[src/shared/sfct_pkg.sv]
// Package for the system control register subset: register numbers,
// secondary opcode and operand field codes, field positions, resets.
// Assumes a core that issues one coprocessor transfer per strobe.
package sfct_pkg;
	localparam logic [3:0] REG_DOMAIN   = 4'h3;
	localparam logic [3:0] REG_RSVD4    = 4'h4;
	localparam logic [3:0] REG_FSTATUS  = 4'h5;
	localparam logic [3:0] REG_FADDR    = 4'h6;
	localparam logic [3:0] REG_CACHEOP  = 4'h7;
	localparam logic [3:0] REG_TLBOP    = 4'h8;
	localparam logic [3:0] REG_TLBLOCK  = 4'ha;
	localparam logic [3:0] OPR_C0  = 4'h0;
	localparam logic [3:0] OPR_C5  = 4'h5;
	localparam logic [3:0] OPR_C6  = 4'h6;
	localparam logic [3:0] OPR_C7  = 4'h7;
	localparam logic [3:0] OPR_C10 = 4'ha;
	localparam logic [3:0] OPR_C13 = 4'hd;
	localparam logic [3:0] OPR_C14 = 4'he;
	localparam logic [2:0] OP2_0 = 3'h0;
	localparam logic [2:0] OP2_1 = 3'h1;
	localparam logic [2:0] OP2_2 = 3'h2;
	localparam logic [2:0] OP2_4 = 3'h4;
	localparam int FS_DOMAIN_LSB = 4;
	localparam int FS_TYPE_LSB   = 0;
	localparam int FS_KEEP_BITS  = 8;
	localparam int DOMAINS       = 16;
	localparam int TLB_PRESERVE_BIT = 0;
	localparam logic [31:0] DOMAIN_RST = 32'h0000_0000;
	localparam logic [31:0] FSTATUS_RST = 32'h0000_0000;
	localparam logic [31:0] FADDR_RST   = 32'h0000_0000;
	// Maintenance commands issued toward cache and TLB logic
	typedef enum logic [3:0] {
		SFCT_OP_NONE,
		SFCT_OP_INV_ALL_IC_DC,
		SFCT_OP_INV_ALL_IC,
		SFCT_OP_INV_ALL_DC,
		SFCT_OP_INV_IC_LINE,
		SFCT_OP_INV_DC_LINE,
		SFCT_OP_CLEAN_DC_VA,
		SFCT_OP_CLEAN_DC_IDX,
		SFCT_OP_CLINV_DC_VA,
		SFCT_OP_CLINV_DC_IDX,
		SFCT_OP_PREFETCH_IC,
		SFCT_OP_INV_TLB_ALL,
		SFCT_OP_INV_ITLB_ALL,
		SFCT_OP_INV_DTLB_ALL,
		SFCT_OP_INV_ITLB_VA,
		SFCT_OP_INV_DTLB_VA
	} sfct_op_e;
endpackage

[src/shared/sfct_fault_if.sv]
// Interface carrying one fault capture event between top and status bank.
// Assumes a single clock shared by both ends.
`timescale 1ns/1ps
interface sfct_fault_if;
	logic        data_fault;   // Data abort capture strobe
	logic        pref_fault;   // Prefetch abort capture strobe
	logic [3:0]  domain;       // Domain of faulting access
	logic [3:0]  ftype;        // Fault type code
	logic [31:0] addr;         // Remapped virtual address of access
	modport src (output data_fault, pref_fault, domain, ftype, addr);
	modport dst (input  data_fault, pref_fault, domain, ftype, addr);
endinterface

[src/core/sfct_fault_bank.sv]
// Fault status pair and fault address register with capture and restore.
// Assumes one write strobe per cycle from the coprocessor decoder.
`timescale 1ns/1ps
module sfct_fault_bank (
	input  wire logic        clock_i,     // Core clock
	input  wire logic        rst_i,       // Async reset, active high
	sfct_fault_if.dst        flt,         // Fault capture events
	input  wire logic        wr_dfs_i,    // Write data fault status
	input  wire logic        wr_pfs_i,    // Write prefetch fault status
	input  wire logic        wr_far_i,    // Write fault address
	input  wire logic [31:0] wdata_i,     // Write data
	output logic      [31:0] dfs_o,       // Data fault status
	output logic      [31:0] pfs_o,       // Prefetch fault status
	output logic      [31:0] far_o        // Fault address
);
	logic [7:0]  dfs_q;
	logic [7:0]  pfs_q;
	logic [31:0] far_q;

	// Capture wins over a restore in the same cycle
	always_ff @(posedge clock_i or posedge rst_i) begin
		if (rst_i) begin
			dfs_q <= sfct_pkg::FSTATUS_RST[7:0];
		end else if (flt.data_fault) begin
			dfs_q <= {flt.domain, flt.ftype};
		end else if (wr_dfs_i) begin
			dfs_q <= wdata_i[7:0];
		end
	end

	always_ff @(posedge clock_i or posedge rst_i) begin
		if (rst_i) begin
			pfs_q <= sfct_pkg::FSTATUS_RST[7:0];
		end else if (flt.pref_fault) begin
			pfs_q <= {flt.domain, flt.ftype};
		end else if (wr_pfs_i) begin
			pfs_q <= wdata_i[7:0];
		end
	end

	always_ff @(posedge clock_i or posedge rst_i) begin
		if (rst_i) begin
			far_q <= sfct_pkg::FADDR_RST;
		end else if (flt.data_fault) begin
			far_q <= flt.addr;
		end else if (wr_far_i) begin
			far_q <= wdata_i;
		end
	end

	// Status bit 8 and above read as zero; fault address is full width
	assign dfs_o = {24'h00_0000, dfs_q};
	assign pfs_o = {24'h00_0000, pfs_q};
	assign far_o = far_q;
endmodule // sfct_fault_bank

[src/core/sfct_regs.sv]
// System control subset: domain access, fault status/address, cache and
// TLB maintenance decode, drain and wait-for-interrupt stalls.
// Assumes the core holds a transfer until stall_o falls.
`timescale 1ns/1ps

module sfct_regs (
	input  wire logic        clock_i,      // Core clock, 50 MHz
	input  wire logic        rst_i,        // Async reset, active high
	input  wire logic        cp_wr_i,      // Coprocessor write strobe
	input  wire logic        cp_rd_i,      // Coprocessor read strobe
	input  wire logic [3:0]  cp_reg_i,     // Primary register number
	input  wire logic [3:0]  cp_opr_i,     // Operand register field
	input  wire logic [2:0]  cp_op2_i,     // Secondary opcode
	input  wire logic [31:0] cp_wdata_i,   // Write data from core
	output logic      [31:0] cp_rdata_o,   // Read data to core
	output logic             stall_o,      // Stall core execution
	output logic             low_power_o,  // Low-power state indicator
	input  wire logic        irq_i,        // Interrupt pending
	input  wire logic        wb_empty_i,   // Write buffer empty
	input  wire logic        dabort_i,     // Data abort event
	input  wire logic        pabort_i,     // Prefetch abort event
	input  wire logic [3:0]  abort_dom_i,  // Faulting domain
	input  wire logic [3:0]  abort_type_i, // Fault type
	input  wire logic [31:0] abort_va_i,   // Faulting virtual address
	output logic             maint_vld_o,  // Maintenance command valid
	output sfct_pkg::sfct_op_e maint_op_o, // Maintenance command
	output logic      [31:0] maint_arg_o,  // Line address or index
	output logic             tlb_preserve_o, // Preserve flag for loads
	output logic      [31:0] domain_o      // Domain permissions to MMU
);
	// ------------------------------------------------------------
	// Domain access register and TLB lockdown preserve flag
	// ------------------------------------------------------------
	logic [31:0] domain_q;
	logic        tlb_pres_q;
	logic        wr_domain;
	logic        wr_tlblock;

	assign wr_domain = cp_wr_i && cp_reg_i == sfct_pkg::REG_DOMAIN;
	assign wr_tlblock = cp_wr_i && cp_reg_i == sfct_pkg::REG_TLBLOCK;

	// Stored verbatim; MMU interprets each two-bit field
	always_ff @(posedge clock_i or posedge rst_i) begin
		if (rst_i) begin
			domain_q <= sfct_pkg::DOMAIN_RST;
		end else if (wr_domain) begin
			domain_q <= cp_wdata_i;
		end
	end
	assign domain_o = domain_q;

	// Only the preserve flag is kept here; lockdown counters live elsewhere
	always_ff @(posedge clock_i or posedge rst_i) begin
		if (rst_i) begin
			tlb_pres_q <= 1'b0;
		end else if (wr_tlblock) begin
			tlb_pres_q <= cp_wdata_i[sfct_pkg::TLB_PRESERVE_BIT];
		end
	end
	assign tlb_preserve_o = tlb_pres_q;

	// ------------------------------------------------------------
	// Fault registers
	// ------------------------------------------------------------
	sfct_fault_if flt ();
	logic [31:0] dfs;
	logic [31:0] pfs;
	logic [31:0] fault_address_reg;
	logic        wr_fs;

	assign flt.data_fault = dabort_i;
	assign flt.pref_fault = pabort_i;
	assign flt.domain     = abort_dom_i;
	assign flt.ftype      = abort_type_i;
	assign flt.addr       = abort_va_i;
	assign wr_fs = cp_wr_i && cp_reg_i == sfct_pkg::REG_FSTATUS;

	sfct_fault_bank u_fault (
		.clock_i  (clock_i),
		.rst_i    (rst_i),
		.flt      (flt),
		.wr_dfs_i (wr_fs && cp_op2_i == sfct_pkg::OP2_0),
		.wr_pfs_i (wr_fs && cp_op2_i == sfct_pkg::OP2_1),
		.wr_far_i (cp_wr_i && cp_reg_i == sfct_pkg::REG_FADDR),
		.wdata_i  (cp_wdata_i),
		.dfs_o    (dfs),
		.pfs_o    (pfs),
		.far_o    (fault_address_reg)
	);

	// ------------------------------------------------------------
	// Read path
	// ------------------------------------------------------------
	// Registered; write-only and reserved numbers read as zero
	always_ff @(posedge clock_i or posedge rst_i) begin
		if (rst_i) begin
			cp_rdata_o <= 32'h0000_0000;
		end else if (cp_rd_i) begin
			unique case (cp_reg_i)
				sfct_pkg::REG_DOMAIN:  cp_rdata_o <= domain_q;
				sfct_pkg::REG_FSTATUS: begin
					cp_rdata_o <= (cp_op2_i == sfct_pkg::OP2_1) ? pfs : dfs;
				end
				sfct_pkg::REG_FADDR:   cp_rdata_o <= fault_address_reg;
				// Register 4, 7 and 8 reads undefined; zero chosen
				default:               cp_rdata_o <= 32'h0000_0000;
			endcase
		end
	end

	// ------------------------------------------------------------
	// Maintenance decode
	// ------------------------------------------------------------
	sfct_pkg::sfct_op_e op_d;
	logic               arg_used;

	always_comb begin
		op_d = sfct_pkg::SFCT_OP_NONE;
		arg_used = 1'b0;
		if (cp_wr_i && cp_reg_i == sfct_pkg::REG_CACHEOP) begin
			unique case ({cp_opr_i, cp_op2_i})
				{sfct_pkg::OPR_C7, sfct_pkg::OP2_0}:
					op_d = sfct_pkg::SFCT_OP_INV_ALL_IC_DC;
				{sfct_pkg::OPR_C5, sfct_pkg::OP2_0}:
					op_d = sfct_pkg::SFCT_OP_INV_ALL_IC;
				{sfct_pkg::OPR_C6, sfct_pkg::OP2_0}:
					op_d = sfct_pkg::SFCT_OP_INV_ALL_DC;
				{sfct_pkg::OPR_C5, sfct_pkg::OP2_1}: begin
					op_d = sfct_pkg::SFCT_OP_INV_IC_LINE;
					arg_used = 1'b1;
				end
				{sfct_pkg::OPR_C6, sfct_pkg::OP2_1}: begin
					op_d = sfct_pkg::SFCT_OP_INV_DC_LINE;
					arg_used = 1'b1;
				end
				{sfct_pkg::OPR_C10, sfct_pkg::OP2_1}: begin
					op_d = sfct_pkg::SFCT_OP_CLEAN_DC_VA;
					arg_used = 1'b1;
				end
				{sfct_pkg::OPR_C10, sfct_pkg::OP2_2}: begin
					op_d = sfct_pkg::SFCT_OP_CLEAN_DC_IDX;
					arg_used = 1'b1;
				end
				{sfct_pkg::OPR_C14, sfct_pkg::OP2_1}: begin
					op_d = sfct_pkg::SFCT_OP_CLINV_DC_VA;
					arg_used = 1'b1;
				end
				{sfct_pkg::OPR_C14, sfct_pkg::OP2_2}: begin
					op_d = sfct_pkg::SFCT_OP_CLINV_DC_IDX;
					arg_used = 1'b1;
				end
				{sfct_pkg::OPR_C13, sfct_pkg::OP2_1}: begin
					op_d = sfct_pkg::SFCT_OP_PREFETCH_IC;
					arg_used = 1'b1;
				end
				default: op_d = sfct_pkg::SFCT_OP_NONE;
			endcase
		end else if (cp_wr_i && cp_reg_i == sfct_pkg::REG_TLBOP) begin
			unique case ({cp_opr_i, cp_op2_i})
				{sfct_pkg::OPR_C7, sfct_pkg::OP2_0}:
					op_d = sfct_pkg::SFCT_OP_INV_TLB_ALL;
				{sfct_pkg::OPR_C5, sfct_pkg::OP2_0}:
					op_d = sfct_pkg::SFCT_OP_INV_ITLB_ALL;
				{sfct_pkg::OPR_C6, sfct_pkg::OP2_0}:
					op_d = sfct_pkg::SFCT_OP_INV_DTLB_ALL;
				{sfct_pkg::OPR_C5, sfct_pkg::OP2_1}: begin
					op_d = sfct_pkg::SFCT_OP_INV_ITLB_VA;
					arg_used = 1'b1;
				end
				{sfct_pkg::OPR_C6, sfct_pkg::OP2_1}: begin
					op_d = sfct_pkg::SFCT_OP_INV_DTLB_VA;
					arg_used = 1'b1;
				end
				default: op_d = sfct_pkg::SFCT_OP_NONE;
			endcase
		end
	end

	// One-cycle command to cache/TLB logic, which owns the dirty/preserve work
	always_ff @(posedge clock_i or posedge rst_i) begin
		if (rst_i) begin
			maint_op_o  <= sfct_pkg::SFCT_OP_NONE;
			maint_vld_o <= 1'b0;
			maint_arg_o <= 32'h0000_0000;
		end else begin
			maint_op_o  <= op_d;
			maint_vld_o <= op_d != sfct_pkg::SFCT_OP_NONE;
			maint_arg_o <= arg_used ? cp_wdata_i : 32'h0000_0000;
		end
	end

	// ------------------------------------------------------------
	// Drain and wait-for-interrupt stall
	// ------------------------------------------------------------
	typedef enum logic [1:0] {SFCT_RUN, SFCT_DRAIN, SFCT_WFI} sfct_st_e;
	sfct_st_e st_q;
	logic     cop_c7;

	assign cop_c7 = cp_wr_i && cp_reg_i == sfct_pkg::REG_CACHEOP
		&& cp_op2_i == sfct_pkg::OP2_4;

	always_ff @(posedge clock_i or posedge rst_i) begin
		if (rst_i) begin
			st_q <= SFCT_RUN;
		end else begin
			unique case (st_q)
				SFCT_RUN: begin
					if (cop_c7 && cp_opr_i == sfct_pkg::OPR_C10) begin
						st_q <= SFCT_DRAIN;
					end else if (cop_c7 && cp_opr_i == sfct_pkg::OPR_C0) begin
						st_q <= SFCT_WFI;
					end
				end
				SFCT_DRAIN: if (wb_empty_i) st_q <= SFCT_RUN;
				SFCT_WFI:   if (irq_i) st_q <= SFCT_RUN;
			endcase
		end
	end

	assign stall_o = st_q != SFCT_RUN;
	assign low_power_o = st_q == SFCT_WFI;
endmodule // sfct_regs

[config.mk]
export PLATFORM = sky130hd
export DESIGN_NAME = sfct_regs
export DESIGN_NICKNAME = d
export VERILOG_FILES = /design/src/shared/sfct_pkg.sv /design/src/shared/sfct_fault_if.sv /design/src/core/sfct_fault_bank.sv /design/src/core/sfct_regs.sv
export SDC_FILE = /design/constraint.sdc
export NUM_CORES = 1
export LEC_CHECK = 0
export BUFFER_PORTS_ARGS = -buffer_cell sky130_fd_sc_hd__clkbuf_2
export CORE_MARGIN = 3
export CORE_UTILIZATION = 30
export CTS_BUF_LIST = sky130_fd_sc_hd__clkbuf_4
export DETAILED_ROUTE_END_ITERATION = 8
export SLEW_MARGIN = 10
export SYNTH_ARGS = -nofsm -noshare
export SYNTH_HDL_FRONTEND = slang
export SYNTH_HIERARCHICAL = 1
export SYNTH_SLANG_ARGS = --single-unit
[constraint.sdc]
create_clock -name clock_i -period 3.7 [get_ports clock_i]
set_input_delay 0.185 -clock clock_i [delete_from_list [all_inputs] [get_ports clock_i]]
set_output_delay 0.185 -clock clock_i [all_outputs]
set_load 0.02 [all_outputs]
## Word-level counts from Yosys, hierarchy flattened

Cells that the tools add are included.

| operators by class | value |
|---|---|
| eq/ne operators | 24 |
| muxes and demuxes | 22 |
| reductions and logical operators | 22 |

Operators by type and width:

| cell | count |
|---|---|
| $mux 32 | 3 |
| $pmux 32 s3 | 1 |
| $mux 8 | 5 |
| $pmux 4 s10 | 1 |
| $eq 7x6->1 const B | 5 |
| $eq 7x7->1 const B | 5 |
| $pmux 4 s5 | 1 |
| $eq 4x3->1 const B | 3 |
| $eq 4x4->1 const B | 3 |
| $logic_and 1x1->1 | 11 |
| $mux 2 | 4 |
| $mux 4 | 2 |
| $reduce_bool 2->1 | 4 |
| $reduce_or 7->1 | 1 |
| $pmux 2 s3 | 1 |
| $eq 4x2->1 const B | 1 |
| $logic_not 4->1 | 1 |
| $mux 1 | 4 |
| $reduce_bool 4->1 | 1 |
| $eq 3x1->1 const B | 1 |
| $eq 3x3->1 const B | 1 |
| $logic_not 3->1 | 1 |
| $ne 3x3->1 const B | 1 |
| $reduce_and 3->1 | 1 |
| other kinds (6) | 6 |

| storage, ports and cells | value |
|---|---|
| output and inout port bits | 104 |
| logic and storage cells | 78 |
| flip-flop bits (word level) | 152 |
| bits of input ports | 91 |

## Longest topological paths before layout

| depth | value |
|---|---|
| word-level depth | 7 |
| gate-level depth with buffers | 9 |
| mapped depth without buffers | 6 |

## Cells and area by module

Netlist, hierarchy kept.

Modules (own cells, without submodules):

| module | instances | area each (µm²) | cells each | seq. area each (µm²) |
|---|---|---|---|---|
| sfct_regs | 1 | 4902.2 | 410 | 2602.5 |
| sfct_fault_bank | 1 | 2617.5 | 258 | 1201.2 |

## Worst setup path before layout

OpenSTA, ideal clock, no wires.

| path | value |
|---|---|
| path type | input port to flip-flop |
| start | input cp_reg_i[2] |
| end | register u_fault.far_q[19] (netlist: u_fault/far_o[19]) |
| cell stages on the path | 8 |
| data arrival time | 1.785 ns |
| required time | 3.580 ns |
| path buffers | 3 |
| slack | 1.794 ns |
| library setup time | 0.120 ns |
| cell sequence | nor2b_1 > nor3b_2 > clkbuf_1 > and2_1 > buf_6 > buf_12 > mux2i_1 > o21ai_2 |

| between the ends | value |
|---|---|
| cells in the longest elaborated chain, start to end | 3 |

Ends and longest elaborated chain:

| item | line | text |
|---|---|---|
| from (decl) | sfct_regs.sv:11 | `input wire logic [3:0] cp_reg_i,` |
| $eq 4x3->1 | sfct_regs.sv:84 | `.wr_far_i (cp_wr_i && cp_reg_i == sfct_pkg::REG_FADDR),` |
| $logic_and 1x1->1 | sfct_regs.sv:84 |  |
| $reduce_bool 2->1 (no source line) | n/a |  |
| to (signal assigned) | sfct_fault_bank.sv:43 | `far_q <= sfct_pkg::FADDR_RST;` |
| to (signal assigned) | sfct_fault_bank.sv:45 | `far_q <= flt.addr;` |
| to (signal assigned) | sfct_fault_bank.sv:47 | `far_q <= wdata_i;` |
| to (decl) | sfct_fault_bank.sv:18 | `logic [31:0] far_q;` |

Every way passes these cells.
A chain may end at the register's enable or synchronous reset.

## Worst setup path in the final report

| path | value |
|---|---|
| start | input cp_op2_i[2] |
| end | register u_fault.dfs_q[2] |

| between the ends | value |
|---|---|
| cells in the longest elaborated chain, start to end | 3 |

Ends and longest elaborated chain:

| item | line | text |
|---|---|---|
| from (decl) | sfct_regs.sv:13 | `input wire logic [2:0] cp_op2_i,` |
| $logic_not 3->1 | sfct_regs.sv:82 | `.wr_dfs_i (wr_fs && cp_op2_i == sfct_pkg::OP2_0),` |
| $logic_and 1x1->1 | sfct_regs.sv:82 |  |
| $reduce_bool 2->1 (no source line) | n/a |  |
| to (signal assigned) | sfct_fault_bank.sv:23 | `dfs_q <= sfct_pkg::FSTATUS_RST[7:0];` |
| to (signal assigned) | sfct_fault_bank.sv:25 | `dfs_q <= {flt.domain, flt.ftype};` |
| to (signal assigned) | sfct_fault_bank.sv:27 | `dfs_q <= wdata_i[7:0];` |
| to (decl) | sfct_fault_bank.sv:16 | `logic [7:0] dfs_q;` |

Every way passes these cells.

==> flow_summary.json <==
{
  "status": "finished, final reports clean",
  "design_power_total_w": 0.00371,
  "ys_async_sr_fraction_pct": 100,
  "rsz0062_at_grt": "no",
  "avgSynthCellArea_um2": 11.3,
  "synth-edff-count": 0,
  "die_w_um": 164,
  "worstRegToRegCells": 5,
  "ys_ff_latch": 152,
  "fin_nets": 1057,
  "peakVddDrop_v": 0.000161,
  "busiest_layer": "met2",
  "grt_max_degree": 53,
  "min-delay-start": "wb_empty_i",
  "finalCritPeriodShare_pct": 71.0,
  "yosysSeqAreaShare_pct": 50.6,
  "synth_top_area_share_pct": 50.6,
  "synth.area.top_cells": "dfrtp_1 51%, mux2_1 9.7%, mux2i_1 6.5%",
  "synth.distinct_cells": 54,
  "cp.arrival_ns": 3.07,
  "die_y_um": 164,
  "finalSetupTns_ns": 0,
  "initial_core_util_pct": 30.7,
  "crit_required_ns": 4.15,
  "root_buffer": "clkbuf_4",
  "synth_area_um2": 7520,
  "r2r_slack_ns": 2.24,
  "min-delay-path-class": "input port to flop",
  "regArea_um2": 3800,
  "vias_per_cell": 4.67,
  "met2_usage_pct": 28.3,
  "first_iter_violations": 453,
  "finalCriticalPeriod_ns": 2.63,
  "dpl.hpwl_um": 14400,
  "drive_gt1_share_pct": 26.0,
  "cts_buffers": 17,
  "area.growth.synth_to_final_pct": 32.9,
  "dr_total_vias": 6083,
  "io_pins": 195,
  "cts_buffer_depth": 2,
  "r2r-start": "st_q[0]",
  "fmax_mhz": 380,
  "fp-row-count": 57,
  "wirelength_um": 22700,
  "clock_latency_ns": 0.53,
  "synth_top_cell_by_area": "dfrtp_1",
  "finalSetupViolations": 0,
  "core-area_um2": 24500,
  "grt_pass1_wl_um": 35400,
  "wl_per_cell_um": 17.5,
  "r2r-end": "st_q[0]",
  "ctsResizeCount": 0,
  "dieArea_um2": 27000,
  "cts_tree": "yes",
  "use_met3_pct": 3.63,
  "tightest_slew_ns": 1.13,
  "place_congestion": 0.721,
  "total_leakage_power_nw": 4.62,
  "use_met1_pct": 22.7,
  "hold_path_depth": 3,
  "synth_flop_cell": "dfrtp_1",
  "cts_sinks": 152,
  "grt.total_usage_pct": 17.1,
  "io_buffers": 194,
  "synthCells": 668,
  "grt-ovfl-total": 0,
  "worstSetupEndpointType": "flop",
  "fillerInstances": 2388,
  "slew_headroom_pct": 24.5,
  "route.detailed.drc": 0,
  "cp_max_fo": 8,
  "first_pass_iters": 9,
  "cap_viol_max_count": 0,
  "postRouteAntennaNets": 0,
  "critPathLaunchType": "input port",
  "synth-warning-count": 6,
  "antenna_found_initial": 3,
  "finalHoldViolCount": 0,
  "powerDensity_nw_per_um2": 371,
  "multi_input_area_um2": 3090,
  "crit_type": "input port to flop",
  "htreeDepth": 4,
  "grt_pass1_vias": 6256,
  "slew_violations": 0,
  "whs_endpoint": "st_q[1]",
  "clk_pin_slew_worst_paths_ns": 0.15,
  "fin_worst_skew_ns": 0.0161
}
==> worst max-delay path by stage <==
| stage | from | end | cells after the start |
|---|---|---|---|
| 5_1_grt | cp_op2_i[2] | u_fault/dfs_q[1] | 7 |
| 2_1_floorplan | rst_i | cp_rdata_o[0] | 1 |
| 4_1_cts | cp_op2_i[2] | u_fault/dfs_q[1] | 7 |
| 3_5_place_dp | cp_reg_i[2] | cp_rdata_o[9] | 7 |
| 3_3_place_gp | cp_reg_i[2] | u_fault/dfs_q[0] | 7 |
| 6_report | cp_op2_i[2] | u_fault/dfs_q[2] | 7 |
==> layout make-up <==
class / count / area share, %
Sequential cell: 152 / 38.1
Multi-Input combinational cell: 423 / 30.9
Timing Repair Buffer: 325 / 22.7
Tap cell: 324 / 4.06
Inverter: 44 / 1.68
Clock buffer: 18 / 1.35
Clock inverter: 14 / 1.23
Antenna cell: 2 / 0.0501
==> where the power goes <==
part           switching, W  internal [W]
sequential         0.000109       0.00180
clock              0.000654      0.000344
combinational      0.000436      0.000359
==> through the flow <==
step	setup slack [ns]	cells	utilization, %	cell area [um2]	hold WS (ns)
global placement	1.30	1148	34.9	8530	0.368
floorplan	0.783	715	-	7700	0.258
finish	1.07	1302	40.9	9990	0.0792
CTS	1.23	1300	40.8	9990	0.00225
global route	1.04	1302	40.9	9990	0.0358
detailed placement	1.28	1148	34.9	8530	0.371
==> logic make-up after synthesis <==
family	Yosys count	synth area share, %
xor+xnor	3	0.349
compound gates	132	12.4
buf+inv	140	11.2
other cells	1	0.0499
flops	152	50.6
mux	115	16.4
simple gates	122	8.55
fa+ha+maj	3	0.499
==> cell usage in the layout (no fill, tap or decap), types with 2 or more instances in the layout <==
| cell | count |
|---|---|
| o21ai_0 | 18 |
| a31oi_1 | 2 |
| mux2_1 | 65 |
| nand2_1 | 56 |
| a21oi_1 | 2 |
| clkbuf_4 | 18 |
| o21ai_1 | 29 |
| and2_1 | 32 |
| a32oi_1 | 2 |
| inv_6 | 4 |
| nor2b_1 | 2 |
| clkinv_4 | 2 |
| and2_2 | 2 |
| diode_2 | 2 |
| buf_4 | 10 |
| o22ai_1 | 32 |
| clkinvlp_4 | 3 |
| inv_1 | 42 |
| clkinv_2 | 2 |
| o21ai_2 | 4 |
| dfrtp_1 | 152 |
| nor2_1 | 4 |
| ha_1 | 3 |
| clkbuf_2 | 193 |
| nor3_1 | 3 |
| nor4_1 | 3 |
| xor2_1 | 3 |
| mux2i_1 | 49 |
| clkinv_1 | 2 |
| nand3_1 | 2 |
| conb_1 | 48 |
| dlygate4sd3_1 | 120 |
| a222oi_1 | 32 |
==> per-layer routing <==
metal / part of all wire [%] / wire length (um)
met1: 45 / 10200
met2: 49 / 11000
met3: 5.5 / 1240
met4: 1.1 / 257
met5: 0.031 / 7
==> synth_stat cells, types with 2 or more instances <==
master    instances
a31oi_1           2
a21oi_1           2
o21ai_0          18
nand2_1          57
nor3_1            4
ha_1              3
o22ai_1          32
o21ai_1          29
o21ai_2           4
a32oi_1           2
nor2b_1           2
mux2i_1          49
nand3_1           2
inv_1            44
and2_1           34
buf_12            3
and3_1            2
mux2_1           65
clkbuf_1         17
buf_1             4
buf_2            13
buf_6             8
dfrtp_1         152
nor4_1            3
a222oi_1         32
nor2_1            4
xor2_1            3
nor3b_2           2
buf_4            51
==> critical path, stage by stage <==
cell and delay, ns:
dlygate4sd3_1 0.54, clkbuf_2 0.18, or2_1 0.30, nor3_2 0.90
mux2i_1 0.27, o21ai_0 0.10, dlygate4sd3_1 0.59
==> sequential cells by signal, indices dropped and copies added (netlist names) <==
name / flops
u_fault/far_o: 32
st_q: 2
maint_vld_o: 1
tlb_preserve_o: 1
domain_o: 32
cp_rdata_o: 32
u_fault/dfs_q: 8
maint_arg_o: 32
maint_op_o: 4
u_fault/pfs_q: 8
==> timing repair <==
| action | 4_1_cts | 5_1_grt |
|---|---|---|
| hold endpoints to repair | 214 | 0 |
| hold buffers | 120 | 0 |
| setup buffers | 0 | 0 |
Note: power is estimated with default switching activity, not from simulation.
